===== src/logic/rmsc_consts.svh =====
`ifndef RMSC_CONSTS_SVH
`define RMSC_CONSTS_SVH
// function codes
`define RMSC_FC_READ      8'h03
`define RMSC_FC_DIAG      8'h08
`define RMSC_FC_WRITE     8'h10
`define RMSC_FC_EXC_BIT   8'h80
// exception codes, zero means none
`define RMSC_EXC_NONE     8'h00
`define RMSC_EXC_FUNC     8'h01
`define RMSC_EXC_ADDR     8'h02
`define RMSC_EXC_COUNT    8'h03
`define RMSC_EXC_LIMIT    8'h21
`define RMSC_EXC_MANNER   8'h22
`define RMSC_EXC_UNDERV   8'h23
`define RMSC_EXC_BUSY     8'h24
`define RMSC_EXC_CRC      8'h25
// address map
`define RMSC_CMD_LO       16'h0001
`define RMSC_CMD_HI       16'h001F
`define RMSC_CMD_RUN      16'h0001
`define RMSC_CMD_FREQ     16'h0002
`define RMSC_MON_LO       16'h0020
`define RMSC_MON_HI       16'h004F
`define RMSC_TERM_LO      16'h0040
`define RMSC_TERM_HI      16'h004A
`define RMSC_SAVE_CONFIRM 16'h00FF
`define RMSC_GRP_FIRST    8'h01
`define RMSC_GRP_LAST     8'h10
// request limits
`define RMSC_CNT_MIN      16'h0001
`define RMSC_CNT_MAX      16'h0010
// setting codes
`define RMSC_SRC_SERIAL   8'h01
`define RMSC_LOCK_ALL     8'h01
`define RMSC_LOCK_PARAM   8'h02
`endif


===== src/logic/rmsc_pkg.sv =====
package rmsc_pkg;
  typedef enum logic [1:0] {
    RMSC_IDLE,
    RMSC_WALK,
    RMSC_DONE
  } rmsc_state_t;

  typedef enum logic [2:0] {
    RMSC_REG_CMD,
    RMSC_REG_MON,
    RMSC_REG_SAVE,
    RMSC_REG_PARAM,
    RMSC_REG_RSVD
  } rmsc_region_t;

  typedef struct packed {
    rmsc_state_t st;
    logic [7:0]  func;
    logic [15:0] base;
    logic [4:0]  walkLen;
    logic [4:0]  walkIdx;
    logic [15:0] walkAddr;
    logic        walkActive;
    logic        isWrite;
    logic        errCrc;
    logic        errFunc;
    logic        errAddr;
    logic        errCnt;
    logic        errLim;
    logic        errPerm;
    logic        errUv;
    logic        errBusy;
    logic        saveHit;
    logic        reqReady;
    logic        respValid;
    logic        respExc;
    logic [7:0]  respFunc;
    logic [7:0]  respCode;
    logic        rdValid;
    logic [15:0] rdWord;
    logic        saveStrobe;
  } rmsc_regs_t;
endpackage


===== src/logic/rmsc_addr_decode.sv =====
`include "rmsc_consts.svh"
module rmsc_addr_decode
  import rmsc_pkg::*;
(
  // address under test
  input  wire logic [15:0] addr,
  // decode result
  output rmsc_region_t     region,
  output logic             termHit
);
  // highest code index of each parameter group page
  function automatic logic [7:0] groupLast(input logic [7:0] hi);
    case (hi)
      8'h01:   groupLast = 8'h13;
      8'h02:   groupLast = 8'h17;
      8'h03:   groupLast = 8'h37;
      8'h04:   groupLast = 8'h24;
      8'h05:   groupLast = 8'h23;
      8'h06:   groupLast = 8'h24;
      8'h07:   groupLast = 8'h12;
      8'h08:   groupLast = 8'h21;
      8'h09:   groupLast = 8'h1C;
      8'h0A:   groupLast = 8'h15;
      8'h0B:   groupLast = 8'h1E;
      8'h0C:   groupLast = 8'h08;
      8'h0D:   groupLast = 8'h17;
      8'h0E:   groupLast = 8'h23;
      8'h0F:   groupLast = 8'h0F;
      8'h10:   groupLast = 8'h0C;
      default: groupLast = 8'h00;
    endcase
  endfunction

  logic [7:0] hiByte;
  logic [7:0] loByte;
  logic       grpOk;

  // high byte is group plus one, low byte the code index
  assign hiByte = addr[15:8];
  assign loByte = addr[7:0];
  assign grpOk  = (hiByte >= `RMSC_GRP_FIRST) && (hiByte <= `RMSC_GRP_LAST);

  always_comb begin
    if (addr >= `RMSC_CMD_LO && addr <= `RMSC_CMD_HI) begin
      region = RMSC_REG_CMD;
    end else if (addr >= `RMSC_MON_LO && addr <= `RMSC_MON_HI) begin
      region = RMSC_REG_MON;
    end else if (addr == `RMSC_SAVE_CONFIRM) begin
      region = RMSC_REG_SAVE;
    end else if (grpOk && loByte <= groupLast(hiByte)) begin
      region = RMSC_REG_PARAM;
    end else begin
      // extension pages and gaps are all reserved
      region = RMSC_REG_RSVD;
    end
  end

  assign termHit = (addr >= `RMSC_TERM_LO) && (addr <= `RMSC_TERM_HI);
endmodule // rmsc_addr_decode


===== config.mk =====
export PLATFORM = sky130hd
export DESIGN_NAME = rmsc_addr_decode
export DESIGN_NICKNAME = d
export VERILOG_FILES = /design/src/logic/rmsc_pkg.sv /design/src/logic/rmsc_addr_decode.sv
export VERILOG_INCLUDE_DIRS = /design/src /design/src/logic
export SDC_FILE = /design/constraint.sdc
export NUM_CORES = 1
export LEC_CHECK = 0
export ABC_AREA = 1
export BUFFER_PORTS_ARGS = -buffer_cell sky130_fd_sc_hd__buf_2
export CORE_MARGIN = 3
export CORE_UTILIZATION = 30
export DETAILED_ROUTE_END_ITERATION = 8
export GPL_TIMING_DRIVEN = 0
export SETUP_SLACK_MARGIN = 0.02
export SYNTH_ARGS = -nofsm -noshare
export SYNTH_HDL_FRONTEND = slang
export SYNTH_SLANG_ARGS = --single-unit

===== constraint.sdc =====
create_clock -name vclk -period 2.4
set_input_delay 0.48 -clock vclk [all_inputs]
set_output_delay 0.48 -clock vclk [all_outputs]
set_load 0.02 [all_outputs]

* Word level (Yosys, flattened, before mapping) *
Memory sizes are Yosys's and may differ from the RTL's.
Cells that the tools add are included.

operators by class
  magnitude comparators = 9
  eq/ne operators = 1
  mux-type cells = 8
  reduce and logical (&&, ||, !) cells = 6

operators with widths
  kind                                                                number
  less-or-equal comparator 16 x 7 -> 1 bit, second input constant     2
  2-to-1 mux 8 bit                                                    4
  == test 16 x 8 -> 1 bit, second input constant                      1
  greater-or-equal comparator 16 x 1 -> 1 bit, second input constant  1
  greater-or-equal comparator 16 x 6 -> 1 bit, second input constant  1
  greater-or-equal comparator 16 x 7 -> 1 bit, second input constant  1
  less-or-equal comparator 16 x 5 -> 1 bit, second input constant     1
  2-to-1 mux 3 bit                                                    4
  greater-or-equal comparator 8 x 1 -> 1 bit, second input constant   1
  less-or-equal comparator 8 x 5 -> 1 bit, second input constant      1
  less-or-equal comparator 8 bit                                      1
  logical AND 1 bit                                                   5
  zero test 3 bit                                                     1

word-level totals
  register bits = 0
  bits in read-only memories = 192
  logic and storage cells = 25
  memories = 1

memory list
  name              depth  width  read ports  clocked after memory_dff  wr ports  line                    text
  (name not given)  32     6      1           0                         0         rmsc_addr_decode.sv:13  case (hi)

* Logic depth before layout (Yosys ltp) *
Gate-level depths: netlist (run 1).

  depth in word-level cells = 11
  depth in mapped cells = 19

* Least setup slack after synthesis (run 1) *
No wires, ideal clock.

  path kind = input -> output
  from = input addr[8]
  to = output region[0]
  arrival time = 2240 ps
  data required time = 1920 ps
  path slack = -320 ps
  stages on the path = 17
  path buffers = 0
  cell sequence = inv_1 > ha_1 > nand2_4 > inv_1 > o21ai_0 > inv_1 > nand2_1 > ha_1 > nand2_1 > inv_1 > nand2_1 > nand2_1 > nand2_1 > nand2_1 > nand2_1 > nand2_2 > a21oi_1

on the way
  cells in the longest elaborated chain, start to end = 11

ends and longest elaborated chain
  element                         line                    text
  start: declaration              rmsc_addr_decode.sv:6   input wire logic [15:0] addr,
  memory (32 x 6 bit)             n/a
  2-to-1 mux 8 bit                rmsc_addr_decode.sv:13
  2-to-1 mux 8 bit                rmsc_addr_decode.sv:48  end else if (addr == `RMSC_SAVE_CONFIRM) begin
  2-to-1 mux 8 bit                rmsc_addr_decode.sv:46  end else if (addr >= `RMSC_MON_LO && addr <= `RMSC_MON_HI) begin
  2-to-1 mux 8 bit                rmsc_addr_decode.sv:44  if (addr >= `RMSC_CMD_LO && addr <= `RMSC_CMD_HI) begin
  less-or-equal comparator 8 bit  rmsc_addr_decode.sv:50  end else if (grpOk && loByte <= groupLast(hiByte)) begin
  logical AND 1 bit               rmsc_addr_decode.sv:50
  2-to-1 mux 3 bit                rmsc_addr_decode.sv:50
  2-to-1 mux 3 bit                rmsc_addr_decode.sv:48
  2-to-1 mux 3 bit                rmsc_addr_decode.sv:46
  2-to-1 mux 3 bit *              rmsc_addr_decode.sv:44
  end: declaration                rmsc_addr_decode.sv:8   output rmsc_region_t region,

Mark *: on every way between the ends. The rest lies on a longest branch, timed or not. The select of a mux whose other input is x is not followed.

* Worst setup path after layout (run 1) *
Same ends and word-level chain as after synthesis.

==> results of run 1 <==
[metal layers]
layer | global-route usage | vias up | routed length (um)
met3 | 0.00223 | 0 | 140
met2 | 0.240 | 26 | 1080
met4 | 0 | 0 | 0
met5 | 0 | - | 0
li1 | - | 517 | -
met1 | 0.183 | 432 | 966
[area by class of cell]
cell class                      instances  area, sq um
Multi-Input combinational cell        122          801
Fill cell                             275         1390
Timing Repair Buffer                   25          191
Inverter                               20         82.6
Tap cell                               30         37.5
Buffer                                  2         25.0
[critical path: stages]
cell and delay, ns:
buf_12 0.11, clkinvlp_4 0.11, buf_4 0.12, ha_1 0.13
nand2_1 0.05, a211o_1 0.32, ha_4 0.29, nand2_1 0.06
nor2_2 0.10, nand4_1 0.10, nand2_2 0.10, nand2_4 0.08
a21oi_4 0.16, buf_6 0.13
[power by group]
part | internal, W | total [W] | switching (W) | leakage (nW)
logic | 0.0000575 | 0.000133 | 0.0000757 | 0.597
registers | 0 | 0 | 0 | 0
clock network | 0 | 0 | 0 | 0
total | 0.0000575 | 0.000133 | 0.0000757 | 0.597
[cell usage in the layout (no fill, tap or decap), types with 2 or more instances in the layout]
cell | netlist | routed
o211ai_1 | 2 | 2
o21ai_0 | 7 | 4
nor2_4 | 1 | 2
inv_2 | 0 | 2
a21oi_1 | 6 | 5
nor3_1 | 3 | 3
nand3_1 | 7 | 7
buf_4 | 0 | 7
buf_12 | 0 | 2
clkinvlp_4 | 0 | 2
ha_1 | 12 | 9
inv_1 | 20 | 16
nand2_2 | 6 | 7
nor2_8 | 2 | 2
a21oi_4 | 0 | 2
nor2_1 | 17 | 16
ha_4 | 0 | 3
buf_6 | 1 | 4
nand2_1 | 45 | 42
nand4_1 | 4 | 4
buf_2 | 0 | 13
nand2_4 | 2 | 4
o21ai_2 | 0 | 2
nor4_1 | 2 | 2
[timing repair]
action	4_1_cts	5_1_grt
buffers inserted	6	1
endpoints found under the hold margin	0	0
pin swaps	14	7
endpoints found under the setup margin	3	3
resized for setup	25	1
[final timing paths]
path,to,cells after the start,start,slack (ns)
min,termHit,5,addr[0],1.44
max,region[0],14,addr[8],-0.40
[logic make-up after synthesis]
logic type,after synthesis
compound gates,20
buf+inv,22
fa+ha+maj,12
simple gates,90
[per-stage QoR]
stage / setup TNS (ns) / hold WS [ns] / area [sq um] / total power [W] / setup slack, ns
finish: -1.17 / 1.44 / 1140 / 0.000133 / -0.404
global route: -1.59 / 1.46 / 1140 / 0.000149 / -0.548
floorplan: -0.474 / 1.19 / 866 / 0.0000738 / -0.167
global placement: -2.04 / 1.43 / 993 / 0.000109 / -0.695
CTS: -1.17 / 1.40 / 1120 / 0.000130 / -0.391
detailed placement: -2.11 / 1.43 / 993 / 0.000111 / -0.717
==> summary.txt, run 1 <==
CTS
  – Hold Buf Count CTS: 0

STA
  – Worst-Margin Slew: 0.257 ns
  – F_max: 357 MHz
  – Slew Limit Headroom: 0.827
  – Period utilisation layout: 1.17
  – RSZ-0062 raised after global routing: true
  – Hold Violations, Final: 0
  – Post-layout min period: 2.80 ns
  – Slew Limit Fails: 0
  – Setup violations, final: 3
  – Worst Slack Setup Final: -0.404 ns

Final layout
  – Clock buffers: 0
  – Count of flip-flops and latches: 0
  – Layout Nets: between 150 and 200
  – ANT cells: 0
  – Layout cells sized above 1: 0.325
  – Area Overhead vs Synth: 40.9%
  – Register area: 0 sq um
  – Post-Layout Cell Count: 199
  – Post-layout util: 0.451

Yosys
  – Synth top area cells: nand2_1, ha_1, inv_1
  – Area share of the largest cell type after synthesis: 0.209
  – Synth Area in Adders: 0.186
  – Yosys Warn Count: 0
  – Cell with the most instances after synthesis: nand2_1
  – Synth Area in XOR/XNOR: 0
  – Simple-gate share of the synthesized area: 0.543
  – Mapped Cells: 144
  – Synth area leader: nand2_1
  – Avg Cell Area, Syn: around 5.6 sq um
  – Multiplexer share of the synthesized area: 0
  – Sequential share of the synthesized area: 0
  – Compound-gate portion of the synthesized area: 0.147
  – Main combinational cell family by area after synthesis: simple AND/OR/NAND/NOR gates
  – Syn_nets: ~170
  – Number of distinct library cells after synthesis: 23
  – Mapped cell area: 807 sq um
  – Most frequent cells after synthesis: nand2_1, inv_1, nor2_1

Pwr
  – Power density cells: 117 mW/mm^2
  – Leak pwr: 0.597 nW
  – Peak VDD IR: 0.0000709 V

Floorplanning
  – Die area: 0.00335 sq mm
  – Core footprint: 0.00252 sq mm
  – I/O pin cnt: 20
  – Rows: 18
  – Initial core utilization: 0.320
  – Chip height: 57.9 um
  – Die W: 57.9 um

Critical path
  – Startpoint Class: input port
  – Critical path class: input port to primary output
  – Critical path arrival: about 2.3 ns
  – Crit end category: primary output
  – Required time worst endpoint: about 1.9 ns
  – CP Max Fanout: 5

Placed design
  – Placer Congestion: 0.843
  – Placed cells: 192
  – Dpl hpwl: 1.80 mm
  – # port buffers: 18

Flow run
  – MaxCap Viol Count: 0

Detailed routing
  – Vias: approximately 1000
  – Avg WL per Cell: 11.0 um
  – Initial DRT Pass Iterations: 4
  – Final ANT Viol Nets: 0
  – Vias per cell: about 4.9
  – Total Wirelength: 2.19 mm
  – DR DRC count: 0
  – DR iter-0 viols: 36

GRT
  – GRT Residual Overflow: 0
  – Largest net degree at the start of global routing: 11
  – First-pass GRT wire length: between 3 and 4 mm
  – Initial antenna violation count: 0
  – GRT Total Usage: 0.131
  – Vias in the first global route: ~900

Hold path
  – Min-Delay Path Class: input port to primary output

Outcome
  – Failing checks: negative setup slack
  – Outcome: finished, violations left
No activity file was read; power rests on OpenSTA's default activity.
==> run 2, diff against run 1 <==
- PLACE_DENSITY: default -> 0.61
==> summary.txt, run 2 (same netlist as run 1, synthesis figures left out) <==
Placed design
  – Placer Congestion: 0.865
  – # port buffers: 18
  – Pre-CTS setup slack: -0.693 ns
  – Dpl hpwl: 1.71 mm
  – Placed inst area: roughly 990 sq um

Hold path
  – Hold Path Depth: 5
  – Min-Delay Path Class: input port to primary output
  – WHS Endpoint: termHit
  – Hold wc startpoint: addr[9]

Detailed routing
  – Vias: 973
  – Initial DRT Pass Iterations: 4
  – DR DRC count: 0
  – Total Wirelength: about 2.1 mm
  – Avg WL per Cell: 10.7 um
  – Final ANT Viol Nets: 0
  – Vias per cell: 4.89
  – DR iter-0 viols: 54

STA
  – Slew Limit Fails: 0
  – Setup TNS: -1.16 ns
  – Hold_ws: roughly 1.4 ns
  – Period utilisation layout: 1.17
  – Post-layout min period: around 2.8 ns
  – F_max: between 300 and 400 MHz
  – RSZ-0062 raised after global routing: true
  – Slew Limit Headroom: 0.812
  – Worst-Margin Slew: 0.280 ns
  – Hold Violations, Final: 0
  – Setup violations, final: 3
  – Worst Slack Setup Final: -0.401 ns

Pwr
  – Post-layout power: 0.000132 W
  – Combinational fraction of design power: 1.000
  – Power density cells: 116 mW/mm^2
  – Sw Ratio: 0.570
  – Clock power frac: 0
  – Peak VDD IR: around 0.000066 V
  – Leak pwr: 0.597 nW
  – Internal Power: about 0.000057 W
  – NetSw: 0.0000751 W
  – Sequential power share: 0

Floorplanning
  – Rows: 18
  – Die W: 57.9 um
  – Core footprint: between 0.002 and 0.003 sq mm
  – I/O pin cnt: 20
  – Die area: 0.00335 sq mm
  – Chip height: 57.9 um
  – Initial core utilization: 0.320

Outcome
  – Outcome: finished, violations left
  – Failing checks: negative setup slack

Critical path
  – Critical path class: input port to primary output
  – Required time worst endpoint: 1.92 ns
  – Critical path arrival: 2.32 ns
  – CP Max Fanout: 3
  – Startpoint Class: input port
  – Crit end category: primary output
  – Crit path launch: addr[8]

Flow run
  – MaxCap Viol Count: 0

Final layout
  – Final instance area: 0.00113 sq mm
  – Layout cells sized above 1: 0.320
  – Layout Nets: 199
  – Clock buffers: 0
  – Area Overhead vs Synth: 40.3%
  – Count of flip-flops and latches: 0
  – Commonest non-fill, non-tap cell in the layout: nand2_1
  – Most frequent cells in the layout: nand2_1, inv_1, nor2_1
  – Register area: 0 sq um
  – ANT cells: 0

GRT
  – GRT Total Usage: 0.135
  – Initial antenna violation count: 0
  – Largest net degree at the start of global routing: 11
  – First-pass GRT wire length: 3.79 mm
  – GRT Residual Overflow: 0
  – Vias in the first global route: 920
[run 2: cell counts in the layout (fill, tap and decap cells not counted)]
No cell type changed its count.
[run 2: through the flow]
stage           util  std cells
2_1_floorplan      -        144
3_3_place_gp   0.394        192
3_5_place_dp   0.394        192
4_1_cts        0.441        198
5_1_grt        0.449        199
6_report       0.449        199
[run 2: worst max-delay path, stage by stage]
cell and delay, ns:
buf_12 0.10, buf_4 0.13, ha_1 0.18, inv_1 0.07, nand2_1 0.08, a21oi_1 0.14, a211o_1 0.18, ha_4 0.22
a211oi_1 0.21, nand2_1 0.09, nand2_2 0.08, nand2_4 0.08, a21oi_4 0.15, buf_6 0.12
[run 2: cell type report]
cell class / instances / area [sq um]
fillers: 262 / 1390
multi-input cells: 122 / 796
repair buffers: 25 / 191
inverters: 20 / 82.6
well taps: 30 / 37.5
plain buffers: 2 / 25.0
[run 2: power by group through the flow]
stage | clock network (W) | logic (W) | registers, W
after detailed placement | 0 | 0.000110 | 0
after global placement | 0 | 0.000108 | 0
after floorplan | 0 | 0.0000738 | 0
after CTS | 0 | 0.000127 | 0
after global routing | 0 | 0.000149 | 0
final | 0 | 0.000132 | 0
[run 2: how the worst max path moves through the flow]
| stage | end | depth (start not counted) |
|---|---|---|
| floorplan | region[2] | 17 |
| global placement | region[2] | 19 |
| detailed placement | region[0] | 19 |
| CTS | region[1] | 18 |
| global route | region[0] | 18 |
| finish | region[0] | 14 |
[run 2: layer usage]
layer / up-vias / part of all wire / track usage
met3: 2 / 0.052 / 0.00891
met2: 26 / 0.50 / 0.248
met4: 0 / 0.0028 / 0.00331
li1: 517 / - / -
met5: - / 0 / 0
met1: 428 / 0.45 / 0.180
[run 2: repair_timing]
item	4_1_cts	5_1_grt
endpoints found under the setup margin	3	3
setup buffers	6	1
resized for setup	21	4
pin swaps	12	8
hold buffers	0	0
